<file path="config.mk">
export PLATFORM = sky130hd
export DESIGN_NAME = oag_operand_address_generator
export DESIGN_NICKNAME = d
export VERILOG_FILES = /design/src/rtl/oag_pkg.sv /design/src/rtl/oag_operand_address_generator.sv /design/src/rtl/oag_bit_decode.sv
export SDC_FILE = /design/constraint.sdc
export NUM_CORES = 1
export LEC_CHECK = 0
export BUFFER_PORTS_ARGS = -buffer_cell sky130_fd_sc_hd__buf_2
export CORE_AREA = 10 10 93 95
export DETAILED_ROUTE_END_ITERATION = 8
export DIE_AREA = 0 0 103 105
export GPL_ROUTABILITY_DRIVEN = 1
export PLACE_DENSITY_LB_ADDON = 0.2
export SETUP_SLACK_MARGIN = 0.1
export SYNTH_ARGS = -nofsm -noshare
export SYNTH_HDL_FRONTEND = slang
export SYNTH_SLANG_ARGS = --single-unit
</file>
<file path="constraint.sdc">
create_clock -name clock -period 1.56 [get_ports clock]
set_input_delay 0.156 -clock clock [delete_from_list [all_inputs] [get_ports clock]]
set_output_delay 0.156 -clock clock [all_outputs]
set_load 0.05 [all_outputs]
</file>
<file path="src/rtl/oag_pkg.sv">
`default_nettype none
package oag_pkg;

	// Addressing mode requested by the decoder for one operand.
	typedef enum logic [2:0] {
		MODE_DIRECT,
		MODE_IND8,
		MODE_IND16,
		MODE_REG,
		MODE_IMPLIED,
		MODE_IMM,
		MODE_INDEXED,
		MODE_BIT
	} oag_mode_t;

	// Space in which the resolved operand lives.
	typedef enum logic [2:0] {
		SPACE_NONE,
		SPACE_IRAM,
		SPACE_SPECIAL_FUNCTION_REG,
		SPACE_XRAM,
		SPACE_CODE,
		SPACE_IMM,
		SPACE_ACC
	} oag_space_t;

	// First byte address that belongs to the special function register space.
	localparam logic [7:0] SPECIAL_FUNCTION_REG_BASE = 8'h80;
	// First byte of the bit-addressable internal RAM.
	localparam logic [7:0] BITRAM_BASE = 8'h20;
	// First bit address that maps onto special function register bits.
	localparam logic [7:0] BIT_SPECIAL_FUNCTION_REG_BASE = 8'h80;
	// Field positions inside a bit address.
	localparam int BIT_SEL_LSB = 0;
	localparam int BIT_SEL_MSB = 2;
	localparam int BIT_BYTE_LSB = 3;
	// Top bit of the byte part of a bit address in the RAM region.
	localparam int BIT_RAM_BYTE_MSB = 6;
	// Reset values of the answer.
	localparam logic [15:0] ADDR_RST = 16'h0000;
	localparam logic [7:0] IMM_RST = 8'h00;
	localparam logic [2:0] BIT_RST = 3'h0;

endpackage
`default_nettype wire

</file>
<file path="src/rtl/oag_operand_address_generator.sv">
`timescale 1ns/1ns
`default_nettype none
module oag_operand_address_generator (
	// Clock and reset.
	input  wire logic              clock,
	input  wire logic              rst_n,
	// Operand request from decode.
	input  wire logic              req_valid,
	input  wire oag_pkg::oag_mode_t req_mode,
	input  wire logic        [7:0] req_field,
	input  wire logic        [2:0] req_reg_sel,
	input  wire logic              req_ptr_sel,
	input  wire logic              req_xdata,
	input  wire logic              req_write,
	input  wire logic              req_acc_data,
	// Core state.
	input  wire logic        [1:0] bank_sel,
	input  wire logic        [7:0] acc,
	input  wire logic       [15:0] data_pointer,
	input  wire logic        [7:0] pointer_reg_a,
	input  wire logic        [7:0] pointer_reg_b,
	// Resolved operand.
	output logic                   op_valid,
	output oag_pkg::oag_space_t    op_space,
	output logic            [15:0] op_addr,
	output logic             [7:0] op_imm,
	output logic             [2:0] op_bit_sel,
	output logic                   op_is_bit,
	output logic                   op_spec_byte,
	output logic                   op_error
);

	typedef struct packed {
		logic                rst_s1;
		logic                rst_s2;
		logic                valid;
		oag_pkg::oag_space_t space;
		logic [15:0]         addr;
		logic [7:0]          imm;
		logic [2:0]          bit_sel;
		logic                is_bit;
		logic                spec_byte;
		logic                error;
	} oag_state_t;

	oag_state_t state_q;
	oag_state_t state_d;
	logic       rst_q;
	logic [7:0] bit_byte;
	logic [2:0] bit_pos;
	logic       bit_in_special_function_reg;

	// Working register address inside internal RAM: eight bytes per bank.
	function automatic logic [15:0] oag_reg_addr(input logic [1:0] bank, input logic [2:0] sel);
		oag_reg_addr = {11'h000, bank, sel};
	endfunction

	// Zero-extends a byte address into the answer's address width.
	function automatic logic [15:0] oag_byte_addr(input logic [7:0] a);
		oag_byte_addr = {8'h00, a};
	endfunction

	assign rst_q = state_q.rst_s2;

	oag_bit_decode oag_bit_decode_inst (
		.bit_addr                (req_field),
		.byte_addr               (bit_byte),
		.bit_sel                 (bit_pos),
		.in_special_function_reg (bit_in_special_function_reg)
	);

	// Resolves one request per cycle; the answer is registered so it holds for one cycle.
	always_comb begin
		state_d = state_q;
		state_d.rst_s1 = 1'b1;
		state_d.rst_s2 = state_q.rst_s1;
		state_d.valid = 1'b0;
		state_d.space = oag_pkg::SPACE_NONE;
		state_d.addr = oag_pkg::ADDR_RST;
		state_d.imm = oag_pkg::IMM_RST;
		state_d.bit_sel = oag_pkg::BIT_RST;
		state_d.is_bit = 1'b0;
		state_d.spec_byte = 1'b0;
		state_d.error = 1'b0;
		if (rst_q && req_valid) begin
			state_d.valid = 1'b1;
			state_d.spec_byte = 1'b1;
			case (req_mode)
				oag_pkg::MODE_DIRECT: begin
					state_d.addr = oag_byte_addr(req_field);
					if (req_field >= oag_pkg::SPECIAL_FUNCTION_REG_BASE) begin
						state_d.space = oag_pkg::SPACE_SPECIAL_FUNCTION_REG;
					end else begin
						state_d.space = oag_pkg::SPACE_IRAM;
					end
				end
				oag_pkg::MODE_IND8: begin
					// Pointer contents address RAM, or external RAM for a data move.
					state_d.addr = oag_byte_addr(req_ptr_sel ? pointer_reg_b : pointer_reg_a);
					state_d.space = req_xdata ? oag_pkg::SPACE_XRAM : oag_pkg::SPACE_IRAM;
				end
				oag_pkg::MODE_IND16: begin
					state_d.addr = data_pointer;
					state_d.space = oag_pkg::SPACE_XRAM;
				end
				oag_pkg::MODE_REG: begin
					state_d.addr = oag_reg_addr(bank_sel, req_reg_sel);
					state_d.space = oag_pkg::SPACE_IRAM;
					state_d.spec_byte = 1'b0;
				end
				oag_pkg::MODE_IMPLIED: begin
					state_d.space = oag_pkg::SPACE_ACC;
					state_d.spec_byte = 1'b0;
				end
				oag_pkg::MODE_IMM: begin
					state_d.space = oag_pkg::SPACE_IMM;
					state_d.imm = req_field;
				end
				oag_pkg::MODE_INDEXED: begin
					state_d.space = oag_pkg::SPACE_CODE;
					state_d.addr = 16'(data_pointer + {8'h00, acc});
				end
				oag_pkg::MODE_BIT: begin
					state_d.is_bit = 1'b1;
					state_d.bit_sel = bit_pos;
					state_d.addr = oag_byte_addr(bit_byte);
					state_d.space = bit_in_special_function_reg
						? oag_pkg::SPACE_SPECIAL_FUNCTION_REG : oag_pkg::SPACE_IRAM;
				end
				default: begin
					state_d.error = 1'b1;
				end
			endcase
			// Illegal combinations are flagged rather than silently redirected.
			if ((req_mode == oag_pkg::MODE_INDEXED) && req_write) begin
				state_d.error = 1'b1;
			end
			if (req_xdata && (((req_mode != oag_pkg::MODE_IND8)
				&& (req_mode != oag_pkg::MODE_IND16)) || !req_acc_data)) begin
				state_d.error = 1'b1;
			end
			if ((req_mode == oag_pkg::MODE_IND16) && !req_xdata) begin
				state_d.error = 1'b1;
			end
			if (state_d.error) begin
				state_d.space = oag_pkg::SPACE_NONE;
				state_d.addr = oag_pkg::ADDR_RST;
				state_d.imm = oag_pkg::IMM_RST;
				state_d.is_bit = 1'b0;
				state_d.bit_sel = oag_pkg::BIT_RST;
			end
		end
	end

	// Asynchronous reset loads constants only; release is seen through the two sync stages.
	always_ff @(posedge clock or negedge rst_n) begin
		if (!rst_n) begin
			state_q <= '0;
		end else begin
			state_q <= state_d;
		end
	end

	// Every output is a flip-flop of the state.
	assign op_valid     = state_q.valid;
	assign op_space     = state_q.space;
	assign op_addr      = state_q.addr;
	assign op_imm       = state_q.imm;
	assign op_bit_sel   = state_q.bit_sel;
	assign op_is_bit    = state_q.is_bit;
	assign op_spec_byte = state_q.spec_byte;
	assign op_error     = state_q.error;

	logic req_ok;
	assign req_ok = req_valid && !req_xdata && !req_write;
endmodule
`default_nettype wire

</file>
<file path="src/rtl/oag_bit_decode.sv">
`timescale 1ns/1ns
`default_nettype none
module oag_bit_decode (
	// Bit address from the instruction.
	input  wire logic [7:0] bit_addr,
	// Resolved byte location and bit position.
	output logic      [7:0] byte_addr,
	output logic      [2:0] bit_sel,
	output logic            in_special_function_reg
);

	// Low bit addresses land in the bit RAM, high ones in the special register holding the bit.
	always_comb begin
		bit_sel = bit_addr[oag_pkg::BIT_SEL_MSB:oag_pkg::BIT_SEL_LSB];
		in_special_function_reg = (bit_addr
			>= oag_pkg::BIT_SPECIAL_FUNCTION_REG_BASE);
		if (in_special_function_reg) begin
			// Only special registers on an eight-byte boundary are bit addressable.
			byte_addr = {bit_addr[7:oag_pkg::BIT_BYTE_LSB], 3'h0};
		end else begin
			byte_addr = 8'(oag_pkg::BITRAM_BASE
				+ {4'h0, bit_addr[oag_pkg::BIT_RAM_BYTE_MSB:oag_pkg::BIT_BYTE_LSB]});
		end
	end

endmodule
`default_nettype wire

</file>
==> results of run 1 <==
-- cells in the mapped netlist, types with 6 or more instances --
master,count
a21oi_1,19
and2_1,13
buf_2,9
dfrtp_1,36
ha_1,8
inv_1,9
mux2_1,6
mux2i_1,6
nand2_1,16
nand3_1,9
nor2_1,30
o21ai_0,9
-- power by group --
part           total [mW]  internal (mW)  switching, mW
Sequential          0.953          0.949        0.00359
Clock               0.725          0.394          0.331
Combinational       0.675          0.309          0.366
-- cells by family (layout without fill, tap and decap cells) --
logic type,Yosys count,in the layout,share of synthesized area (%)
AND/OR/NAND/NOR,92,92,20.0
other,1,1,0.162
AO/OA/AOI/OAI,68,68,19.9
buffers and inverters,21,149,4.06
flip-flops,36,36,38.9
XOR/XNOR,5,5,1.89
multiplexers,18,18,9.90
adder cells (fa/ha/maj),9,9,5.19
-- final timing paths --
path | startpoint | endpoint | slack (ns) | cells past startpoint
max reg2reg | rst_q | op_addr[9] | 0.32 | 5
max in group asynchronous | rst_n | op_addr[5] | 0.78 | 3
min | req_field[0] | op_bit_sel[0] | 0.11 | 2
min reg2reg | state_d[34] | rst_q | 0.35 | 0
max | data_pointer[0] | op_addr[6] | 0.06 | 10
min in group asynchronous | rst_n | op_bit_sel[2] | 0.43 | 3
-- layout make-up --
| cell class | instances | area share, % |
|---|---|---|
| Clock buffer | 7 | 2.83 |
| Inverter | 9 | 0.993 |
| Multi-Input combinational cell | 193 | 43.2 |
| Sequential cell | 36 | 26.5 |
| Tap cell | 80 | 2.94 |
| Timing Repair Buffer | 133 | 23.6 |
-- flip-flops by register name, indices dropped and copies added, names as in the netlist, 3 cells and up --
name	flops
op_space	3
op_addr	16
op_bit_sel	3
op_imm	8
-- per-layer routing --
metal	routed length [um]	GRT usage [%]	vias to the layer above
li1	-	-	1163
met1	3130	16.0	1076
met2	3720	23.8	65
met3	499	3.95	6
met4	64	3.38	0
met5	0	0	-
-- what timing repair did --
action | 4_1_cts | 5_1_grt
setup buffers | 0 | 1
endpoints found under the setup margin | 5 | 8
hold endpoints to repair | 36 | 0
pin swaps | 1 | 10
hold buffers | 1 | 0
gates resized for setup | 0 | 16
-- critical path, delay by kind of cell --
family	cells	cell delay [ns]
AO/OA/AOI/OAI	4	0.83
adder cells (fa/ha/maj)	2	0.34
buffers and inverters	3	0.30
AND/OR/NAND/NOR	1	0.05
-- through the flow --
stage	hold slack, ns	utilization, %
floorplan	-0.140	-
global placement	0.224	47.3
detailed placement	0.233	47.3
CTS	0.0910	48.9
global route	0.109	50.4
finish	0.108	50.4
==> results.tsv, run 1 <==
stage	metric	value	unit
status	status	completed	
critical_path	path_cells	buf_8, ha_4, inv_2, fa_2, nor2b_2, o31a_1, buf_12, o211a_1, o31ai_2, a21oi_1	
layout	syn_to_final_growth	47.1	%
synthesis	synth_top_area_cell	dfrtp_1	
global_route	grt.total_usage	13.7	%
timing	fmax	667	MHz
routing	drc	0	
floorplanning	dieArea	0.0108	mm^2
power	power_density	691	mW/mm^2
clock_network	clock-sinks	36	
power	p_leak	1.72	nW
synthesis	synth-seq-cells	36	
timing	layout_setup_ws	0.0614	ns
synthesis	synth.top_cell.area_share	38.9	%
job	cap_violations	0	
critical_path	crit_path_start_kind	input pin	
critical_path	cpPeakStageDelay	0.31	ns
synthesis	synthTopCellsByArea	dfrtp_1 39%, nor2_1 4.9%, ha_1 4.3%	
global_route	grt-ovfl-total	0	
timing	rsz0062_at_grt	true	
synthesis	yosys_warnings	0	
layout	final_common_cell	buf_2	
clock_network	cts_buffer_depth	2	
layout	num-fill-cells	658	
global_route	grt_pass1_wl	12.0	mm
floorplanning	rows	30	
clock_network	cts_root_buf	clkbuf_8	
critical_path	cp.arrival	1.67	ns
synthesis	synth_nets	322	
floorplanning	die_x	103	um
critical_path	criticalPathCategory	input pin to register	
timing	report.final.slew_viol_count	0	
timing	fin_crit	1.50	ns
layout	design_area	0.00340	mm^2
clock_network	cts_buffers	5	
routing	drt-total-wl	7.42	mm
placed_design	dpl-instance-area	0.00320	mm^2
placed_design	io_buffers	96	
timing	setup_viol	0	
routing	avgViaCountPerCell	5.04	
synthesis	netlist_area	0.00231	mm^2
critical_path	cp.required	1.73	ns
synthesis	ys_async_sr_fraction	100	%
floorplanning	fp.coreArea	0.00676	mm^2
synthesis	synth.distinct_cells	55	
placed_design	gp_congestion	0.845	
synthesis	yosysSeqAreaShare	38.9	%
critical_path	crit_fanout	7	
floorplanning	die_y	105	um
power	peakVddDrop	0.309	mV
timing	fin_tns_setup	0	ns
clock_network	cts_tree	yes	
layout	final_net_count	450	
layout	multi_input_area	0.00147	mm^2
synthesis	synthFlopType	dfrtp_1	
global_route	grt_pass1_vias	2452	
routing	postRouteAntennaNets	0	
timing	final_hold_viol_count	0	
routing	drt_iter0_drc	100	
global_route	grt_max_degree	37	
synthesis	synthCells	250	
placed_design	dp_hpwl	6.11	mm
layout	regArea	901	um^2
power	finalPower	2.35	mW
routing	vias	2310	
clock_network	cts.reportedPaths.clkPinSlew	0.07	ns
floorplanning	initial_core_util	34.2	%
layout	antenna_cells	0	
timing	fin_crit_sh	96.1	%
routing	wl_per_cell	16.2	um
floorplanning	io_pins	97	
timing	fin_skew	0.00863	ns
layout	final_cell_mix	94 x buf_2, 36 x dfrtp_1, 34 x buf_4	
global_route	grt_antenna_before_repair	0	
layout	drive_gt1_share	45.8	%
layout	fin_cells	458	
critical_path	worstSetupEndpointType	register	
critical_path	cpMaxStageDelayCell	o31a_1	
synthesis	syn_area_per_cell	9.25	um^2
routing	first_pass_iters	4	
placed_design	dp_slack	-0.249	ns
hold_path	hold_path_class	input pin to register	
clock_network	worstSkewPairLatency	0.29	ns
synthesis	synth_edf_count	0	
placed_design	place_inst	449	
clock_network	htree_levels	2	
Power figures use the tool's default switching activity.
==> run 2: changes to the inputs <==
--- a/config.mk
+++ b/config.mk
@@ -5,10 +5,10 @@
 export SDC_FILE = /design/constraint.sdc
 export NUM_CORES = 1
 export LEC_CHECK = 0
-export BUFFER_PORTS_ARGS = -buffer_cell sky130_fd_sc_hd__buf_2
-export CORE_AREA = 10 10 93 95
+export CORE_AREA = 3 3 86 88
 export DETAILED_ROUTE_END_ITERATION = 8
-export DIE_AREA = 0 0 103 105
+export DIE_AREA = 0 0 89 91
+export DONT_BUFFER_PORTS = 1
 export GPL_ROUTABILITY_DRIVEN = 1
 export PLACE_DENSITY_LB_ADDON = 0.2
 export SETUP_SLACK_MARGIN = 0.1
==> results.tsv, run 2 (same netlist as run 1, synthesis figures left out) <==
stage	metric	value	unit	change
status	status	completed		
layout	final_net_count	346		-23%
layout	final_common_cell	dfrtp_1		
hold_path	min_to	op_addr[1]		
floorplanning	rows	30		unchanged
power	p_leak	1.23	nW	-28%
floorplanning	dieArea	0.00810	mm^2	-25%
layout	largest_reg_flops	16		unchanged
routing	vias	1943		-16%
layout	final_cell_mix	36 x dfrtp_1, 30 x nor2_1, 18 x a21oi_1		
timing	fmax	742	MHz	+11%
hold_path	hold_path_class	input pin to register		
power	finalPower	2.27	mW	-3.7%
placed_design	gp_congestion	0.841		-0.37%
global_route	grt-ovfl-total	0		unchanged
global_route	grt_antenna_before_repair	1		+1
layout	fin_util	41.9	%	-8.4 points
global_route	grt.total_usage	16.6	%	+2.8 points
critical_path	crit_fanout	7		unchanged
clock_network	htree_levels	2		unchanged
timing	report.final.slew_viol_count	0		unchanged
critical_path	path_buf_inv	1		-2
critical_path	crit_path_start_kind	input pin		
global_route	grt_pass1_vias	1959		-20%
clock_network	cts_buffer_depth	2		unchanged
job	cap_violations	0		unchanged
routing	wl_per_cell	18.3	um	+13%
clock_network	clock-sinks	36		unchanged
critical_path	worstSetupEndpointType	register		
power	power_density	804	mW/mm^2	+16%
floorplanning	fp.coreArea	0.00672	mm^2	-0.56%
critical_path	cpMaxStageDelayCell	o31a_1		
clock_network	cts_buffers	5		unchanged
routing	first_pass_iters	4		unchanged
layout	syn_to_final_growth	21.7	%	
hold_path	hold_path.startpoint	req_mode[1]		
timing	worst_pin_slew	0.648	ns	
timing	fin_crit	1.35	ns	-0.152 ns
floorplanning	die_x	89	um	-14%
critical_path	rr_startpoint	rst_q		
placed_design	dp_slack	-0.139	ns	+0.110 ns
critical_path	r2r_setup_slack	0.29	ns	-0.03 ns
power	peakVddDrop	0.284	mV	-8.1%
hold_path	min_path_cells	2		unchanged
timing	relSlewSlack	56.5	%	
critical_path	r2r-end	op_addr[9]		
floorplanning	io_pins	97		unchanged
timing	fin_skew	0.0146	ns	+0.00595 ns
critical_path	criticalPathCategory	input pin to register		
timing	fin_crit_sh	86.3	%	-9.7 points
timing	rsz0062_at_grt	true		
clock_network	post_cts_buffers	0		unchanged
timing	final_hold_viol_count	0		unchanged
placed_design	io_buffers	0		-100%
routing	drt-total-wl	6.52	mm	-12%
critical_path	cp.required	1.71	ns	-0.02 ns
routing	drt_iter0_drc	109		+9.0%
clock_network	cts_root_buf	clkbuf_8		
layout	regArea	901	um^2	unchanged
critical_path	cpPeakStageDelay	0.33	ns	+0.02 ns
layout	num-fill-cells	660		+0.30%
critical_path	path_cells	ha_4, inv_2, fa_2, nor2b_2, o31a_1, o211a_1, o31ai_1, a21oi_1		
clock_network	worstSkewPairLatency	0.29	ns	about the same
global_route	grt_pass1_wl	10.4	mm	-13%
routing	avgViaCountPerCell	5.46		+8.2%
global_route	grt_max_degree	37		unchanged
layout	drive_gt1_share	16.4	%	-29 points
floorplanning	die_y	91	um	-13%
critical_path	cp.arrival	1.49	ns	-0.18 ns
floorplanning	initial_core_util	34.4	%	+0.19 points
routing	drc	0		unchanged
timing	setup_viol	0		unchanged
placed_design	dp_hpwl	4.89	mm	-20%
routing	postRouteAntennaNets	0		unchanged
clock_network	cts_tree	yes		
clock_network	cts.reportedPaths.clkPinSlew	0.08	ns	about the same
critical_path	path_delay_family	compound AO/OA/AOI/OAI gates		
timing	layout_setup_ws	0.213	ns	+0.152 ns
layout	multi_input_area	0.00141	mm^2	-4.3%
critical_path	worstRegToRegCells	5		unchanged
clock_network	cts_resized	0		unchanged
[run 2: cell count changes in the layout (fill, tap and decap cells not counted), moves of 2 or more]
cell	change
dlygate4sd3_1	+13
buf_2	-94
buf_4	-20
o2111ai_2	-3
clkbuf_8	-2
o31ai_1	+2
o2111ai_1	+3
[run 2: worst register-to-register path, delay by kind of cell (launching register included)]
kind | cells | cell delay [ns]
DFF | 1 | 0.36
muxes | 1 | 0.31
and+or+nand+nor | 3 | 0.42
buffers and inverters | 1 | 0.08
[run 2: final cells by class]
type | count | area share, %
antenna | 1 | 0.0888
clock buffer | 6 | 2.58
clock inverter | 2 | 1.24
inverter | 9 | 1.20
multi-input combinational | 193 | 49.9
sequential | 36 | 32.0
tap | 80 | 3.55
timing repair buffer | 29 | 9.42
[run 2: worst max path at each step]
stage	to	slack (ns)	start	cells past startpoint
3_3_place_gp	op_addr[6]	-0.11	acc[0]	8
2_1_floorplan	op_addr[6]	-0.01	acc[0]	8
6_report	op_addr[6]	0.21	acc[0]	8
4_1_cts	op_addr[6]	0.17	acc[0]	8
5_1_grt	op_addr[14]	0.1	acc[0]	8
3_5_place_dp	op_addr[6]	-0.14	acc[0]	8
[run 2: metal layers]
metal	track usage [%]	part of all wire [%]	wire, um	vias to the layer above
li1	-	-	-	956
met1	22.1	43	2810	913
met2	25.6	47	3070	68
met3	5.90	8.7	570	6
met4	3.60	1.2	78	0
met5	0	0	0	-
[run 2: report_power, final]
group / internal [mW] / leakage [nW] / switching, mW / total (mW)
clock: 0.475 / 0.0552 / 0.359 / 0.834
combinational: 0.224 / 0.684 / 0.201 / 0.425
sequential: 0.948 / 0.494 / 0.0582 / 1.01
[run 2: metrics by stage]
| step | hold slack, ns | area, um^2 | std cells | setup TNS, ns |
|---|---|---|---|---|
| 5_1_grt | 0.00227 | 2820 | 356 | 0 |
| 4_1_cts | 0.00211 | 2810 | 355 | 0 |
| 3_3_place_gp | -0.139 | 2550 | 332 | -0.615 |
| 6_report | 0.00370 | 2820 | 356 | 0 |
| 3_5_place_dp | -0.139 | 2550 | 332 | -0.790 |
| 2_1_floorplan | -0.140 | 2400 | 250 | -0.0119 |
[run 2: what timing repair did]
action	CTS	global route
setup endpoints to repair	0	3
hold endpoints to repair	55	0
hold buffers	15	0
==> run 3: changes to the inputs <==
--- a/config.mk
+++ b/config.mk
@@ -5,10 +5,10 @@
 export SDC_FILE = /design/constraint.sdc
 export NUM_CORES = 1
 export LEC_CHECK = 0
+export BUFFER_PORTS_ARGS = -buffer_cell sky130_fd_sc_hd__buf_2
 export CORE_AREA = 3 3 86 88
 export DETAILED_ROUTE_END_ITERATION = 8
 export DIE_AREA = 0 0 89 91
-export DONT_BUFFER_PORTS = 1
 export GPL_ROUTABILITY_DRIVEN = 1
 export PLACE_DENSITY_LB_ADDON = 0.2
 export SETUP_SLACK_MARGIN = 0.1
==> results.tsv, run 3 (same netlist as run 1, synthesis figures left out) <==
stage	metric	value	unit	change
global_route	grt_pass1_vias	2265		+16%
layout	design_area	0.00338	mm^2	+20%
critical_path	r2r-end	op_addr[9]		
placed_design	gp_congestion	0.852		+1.3%
layout	syn_to_final_growth	46.1	%	
critical_path	rr_startpoint	rst_q		
critical_path	crit_fanout	7		unchanged
critical_path	crit_path_start_kind	input pin		
clock_network	worstSkewPairLatency	0.29	ns	about the same
timing	fin_crit	1.48	ns	+0.132 ns
timing	report.final.slew_viol_count	0		unchanged
placed_design	io_buffers	96		+96
timing	fmax	676	MHz	-8.9%
clock_network	cts.reportedPaths.clkPinSlew	0.07	ns	about the same
global_route	grt_antenna_before_repair	0		-1
routing	postRouteAntennaNets	0		unchanged
global_route	grt-ovfl-total	0		unchanged
clock_network	cts_buffers	5		unchanged
status	status	completed		
layout	drive_gt1_share	45.0	%	+29 points
power	power_density	683	mW/mm^2	-15%
critical_path	worstRegToRegCells	5		unchanged
timing	layout_setup_ws	0.0809	ns	-0.132 ns
floorplanning	die_y	91	um	unchanged
routing	drt_iter0_drc	70		-36%
layout	final_cell_mix	94 x buf_2, 36 x dfrtp_1, 34 x buf_4		
critical_path	cp.required	1.73	ns	+0.02 ns
layout	largest_reg_flops	16		unchanged
layout	final_common_cell	buf_2		
power	peakVddDrop	0.281	mV	-1.2%
timing	rsz0062_at_grt	true		
power	p_leak	1.71	nW	+38%
routing	first_pass_iters	4		unchanged
layout	antenna_cells	0		-1
critical_path	crit_path_start	data_pointer[0]		
floorplanning	fp.coreArea	0.00672	mm^2	unchanged
clock_network	cts_buffer_depth	2		unchanged
routing	avgViaCountPerCell	5.07		-7.1%
job	cap_violations	0		unchanged
clock_network	clock-sinks	36		unchanged
routing	drc	0		unchanged
floorplanning	rows	30		unchanged
hold_path	hold_path_class	input pin to register		
critical_path	r2r_setup_slack	0.31	ns	+0.02 ns
critical_path	criticalPathCategory	input pin to register		
routing	wl_per_cell	14.8	um	-19%
floorplanning	die_x	89	um	unchanged
clock_network	htree_levels	2		unchanged
global_route	grt.total_usage	17.2	%	+0.60 points
placed_design	dpl-instance-area	0.00320	mm^2	+26%
placed_design	dp_hpwl	5.47	mm	+12%
critical_path	crit_end	op_addr[6]		
timing	fin_skew	0.00700	ns	-0.00758 ns
routing	vias	2322		+20%
timing	final_hold_viol_count	0		unchanged
global_route	grt_max_degree	37		unchanged
layout	final_net_count	449		+30%
routing	drt-total-wl	6.77	mm	+3.8%
timing	setup_viol	0		unchanged
clock_network	cts_tree	yes		
floorplanning	initial_core_util	34.4	%	unchanged
floorplanning	io_pins	97		unchanged
critical_path	cp.arrival	1.65	ns	+0.16 ns
placed_design	dp_slack	-0.280	ns	-0.141 ns
floorplanning	dieArea	0.00810	mm^2	unchanged
critical_path	worstSetupEndpointType	register		
clock_network	cts_root_buf	clkbuf_8		
timing	fin_crit_sh	94.8	%	+8.5 points
global_route	grt_pass1_wl	10.9	mm	+4.2%
run 3: cell types whose count changed in the layout (fill, tap and decap cells not counted), sizes merged:
cell         delta
buf           +116
dlygate4sd3    -13
clkbuf          +2
bufinv          -1
clkinv          -1
diode           -1
run 3: metal layers:
metal / GRT usage [%] / wire length (um) / up-vias / part of all wire (%)
li1: - / - / 1157 / -
met1: 22.8 / 2940 / 1083 / 43
met2: 28.4 / 3370 / 77 / 50
met5: 0 / 0 / - / 0
met3: 3.27 / 391 / 5 / 5.8
met4: 4.34 / 68 / 0 / 1.0
run 3: stage by stage:
stage | TNS [ns] | util [%] | hold slack (ns) | std cells | total power, mW
finish | 0 | 50.3 | 0.112 | 458 | 2.31
global route | 0 | 50.3 | 0.103 | 458 | 2.43
CTS | 0 | 49.4 | 0.103 | 458 | 2.32
detailed placement | -1.99 | 47.6 | 0.235 | 449 | 1.61
global placement | -1.78 | 47.6 | 0.226 | 449 | 1.60
floorplan | -0.0119 | - | -0.140 | 250 | 1.34
run 3: cell type report:
type / count / area (um^2)
inverters: 9 / 33.8
multi-input cells: 193 / 1470
fillers: 646 / 3340
well taps: 80 / 100
clock buffers: 8 / 90.1
flip-flops and latches: 36 / 901
repair buffers: 132 / 782
run 3: worst min path at each step:
| stage | endpoint | start | cells after the start | slack, ns |
|---|---|---|---|---|
| global placement | op_is_bit | rst_n | 2 | 0.23 |
| global route | op_imm[2] | req_field[2] | 2 | 0.10 |
| detailed placement | op_is_bit | rst_n | 2 | 0.23 |
| CTS | op_bit_sel[1] | req_field[1] | 2 | 0.10 |
| finish | op_bit_sel[1] | req_field[1] | 2 | 0.11 |
| floorplan | op_addr[0] | rst_n | 0 | -0.14 |
run 3: critical path: stages:
cell and delay (ns):
buf_8 0.10, ha_4 0.16, inv_2 0.05, fa_2 0.19
nor2b_2 0.05, o31a_2 0.41, o211a_1 0.24, o31ai_2 0.20
a21oi_1 0.09
run 3: report_power, final:
group	switching [mW]	internal, mW	total (mW)	leakage (nW)
sequential	0.00382	0.949	0.953	0.494
combinational	0.365	0.301	0.667	1.17
clock	0.327	0.360	0.688	0.0455
run 3: timing repair:
item,CTS,global route
setup buffers,0,0
gates resized for setup,5,11
pin swaps,5,7
setup endpoints to repair,6,8
hold buffers,1,0
hold endpoints to repair,36,0
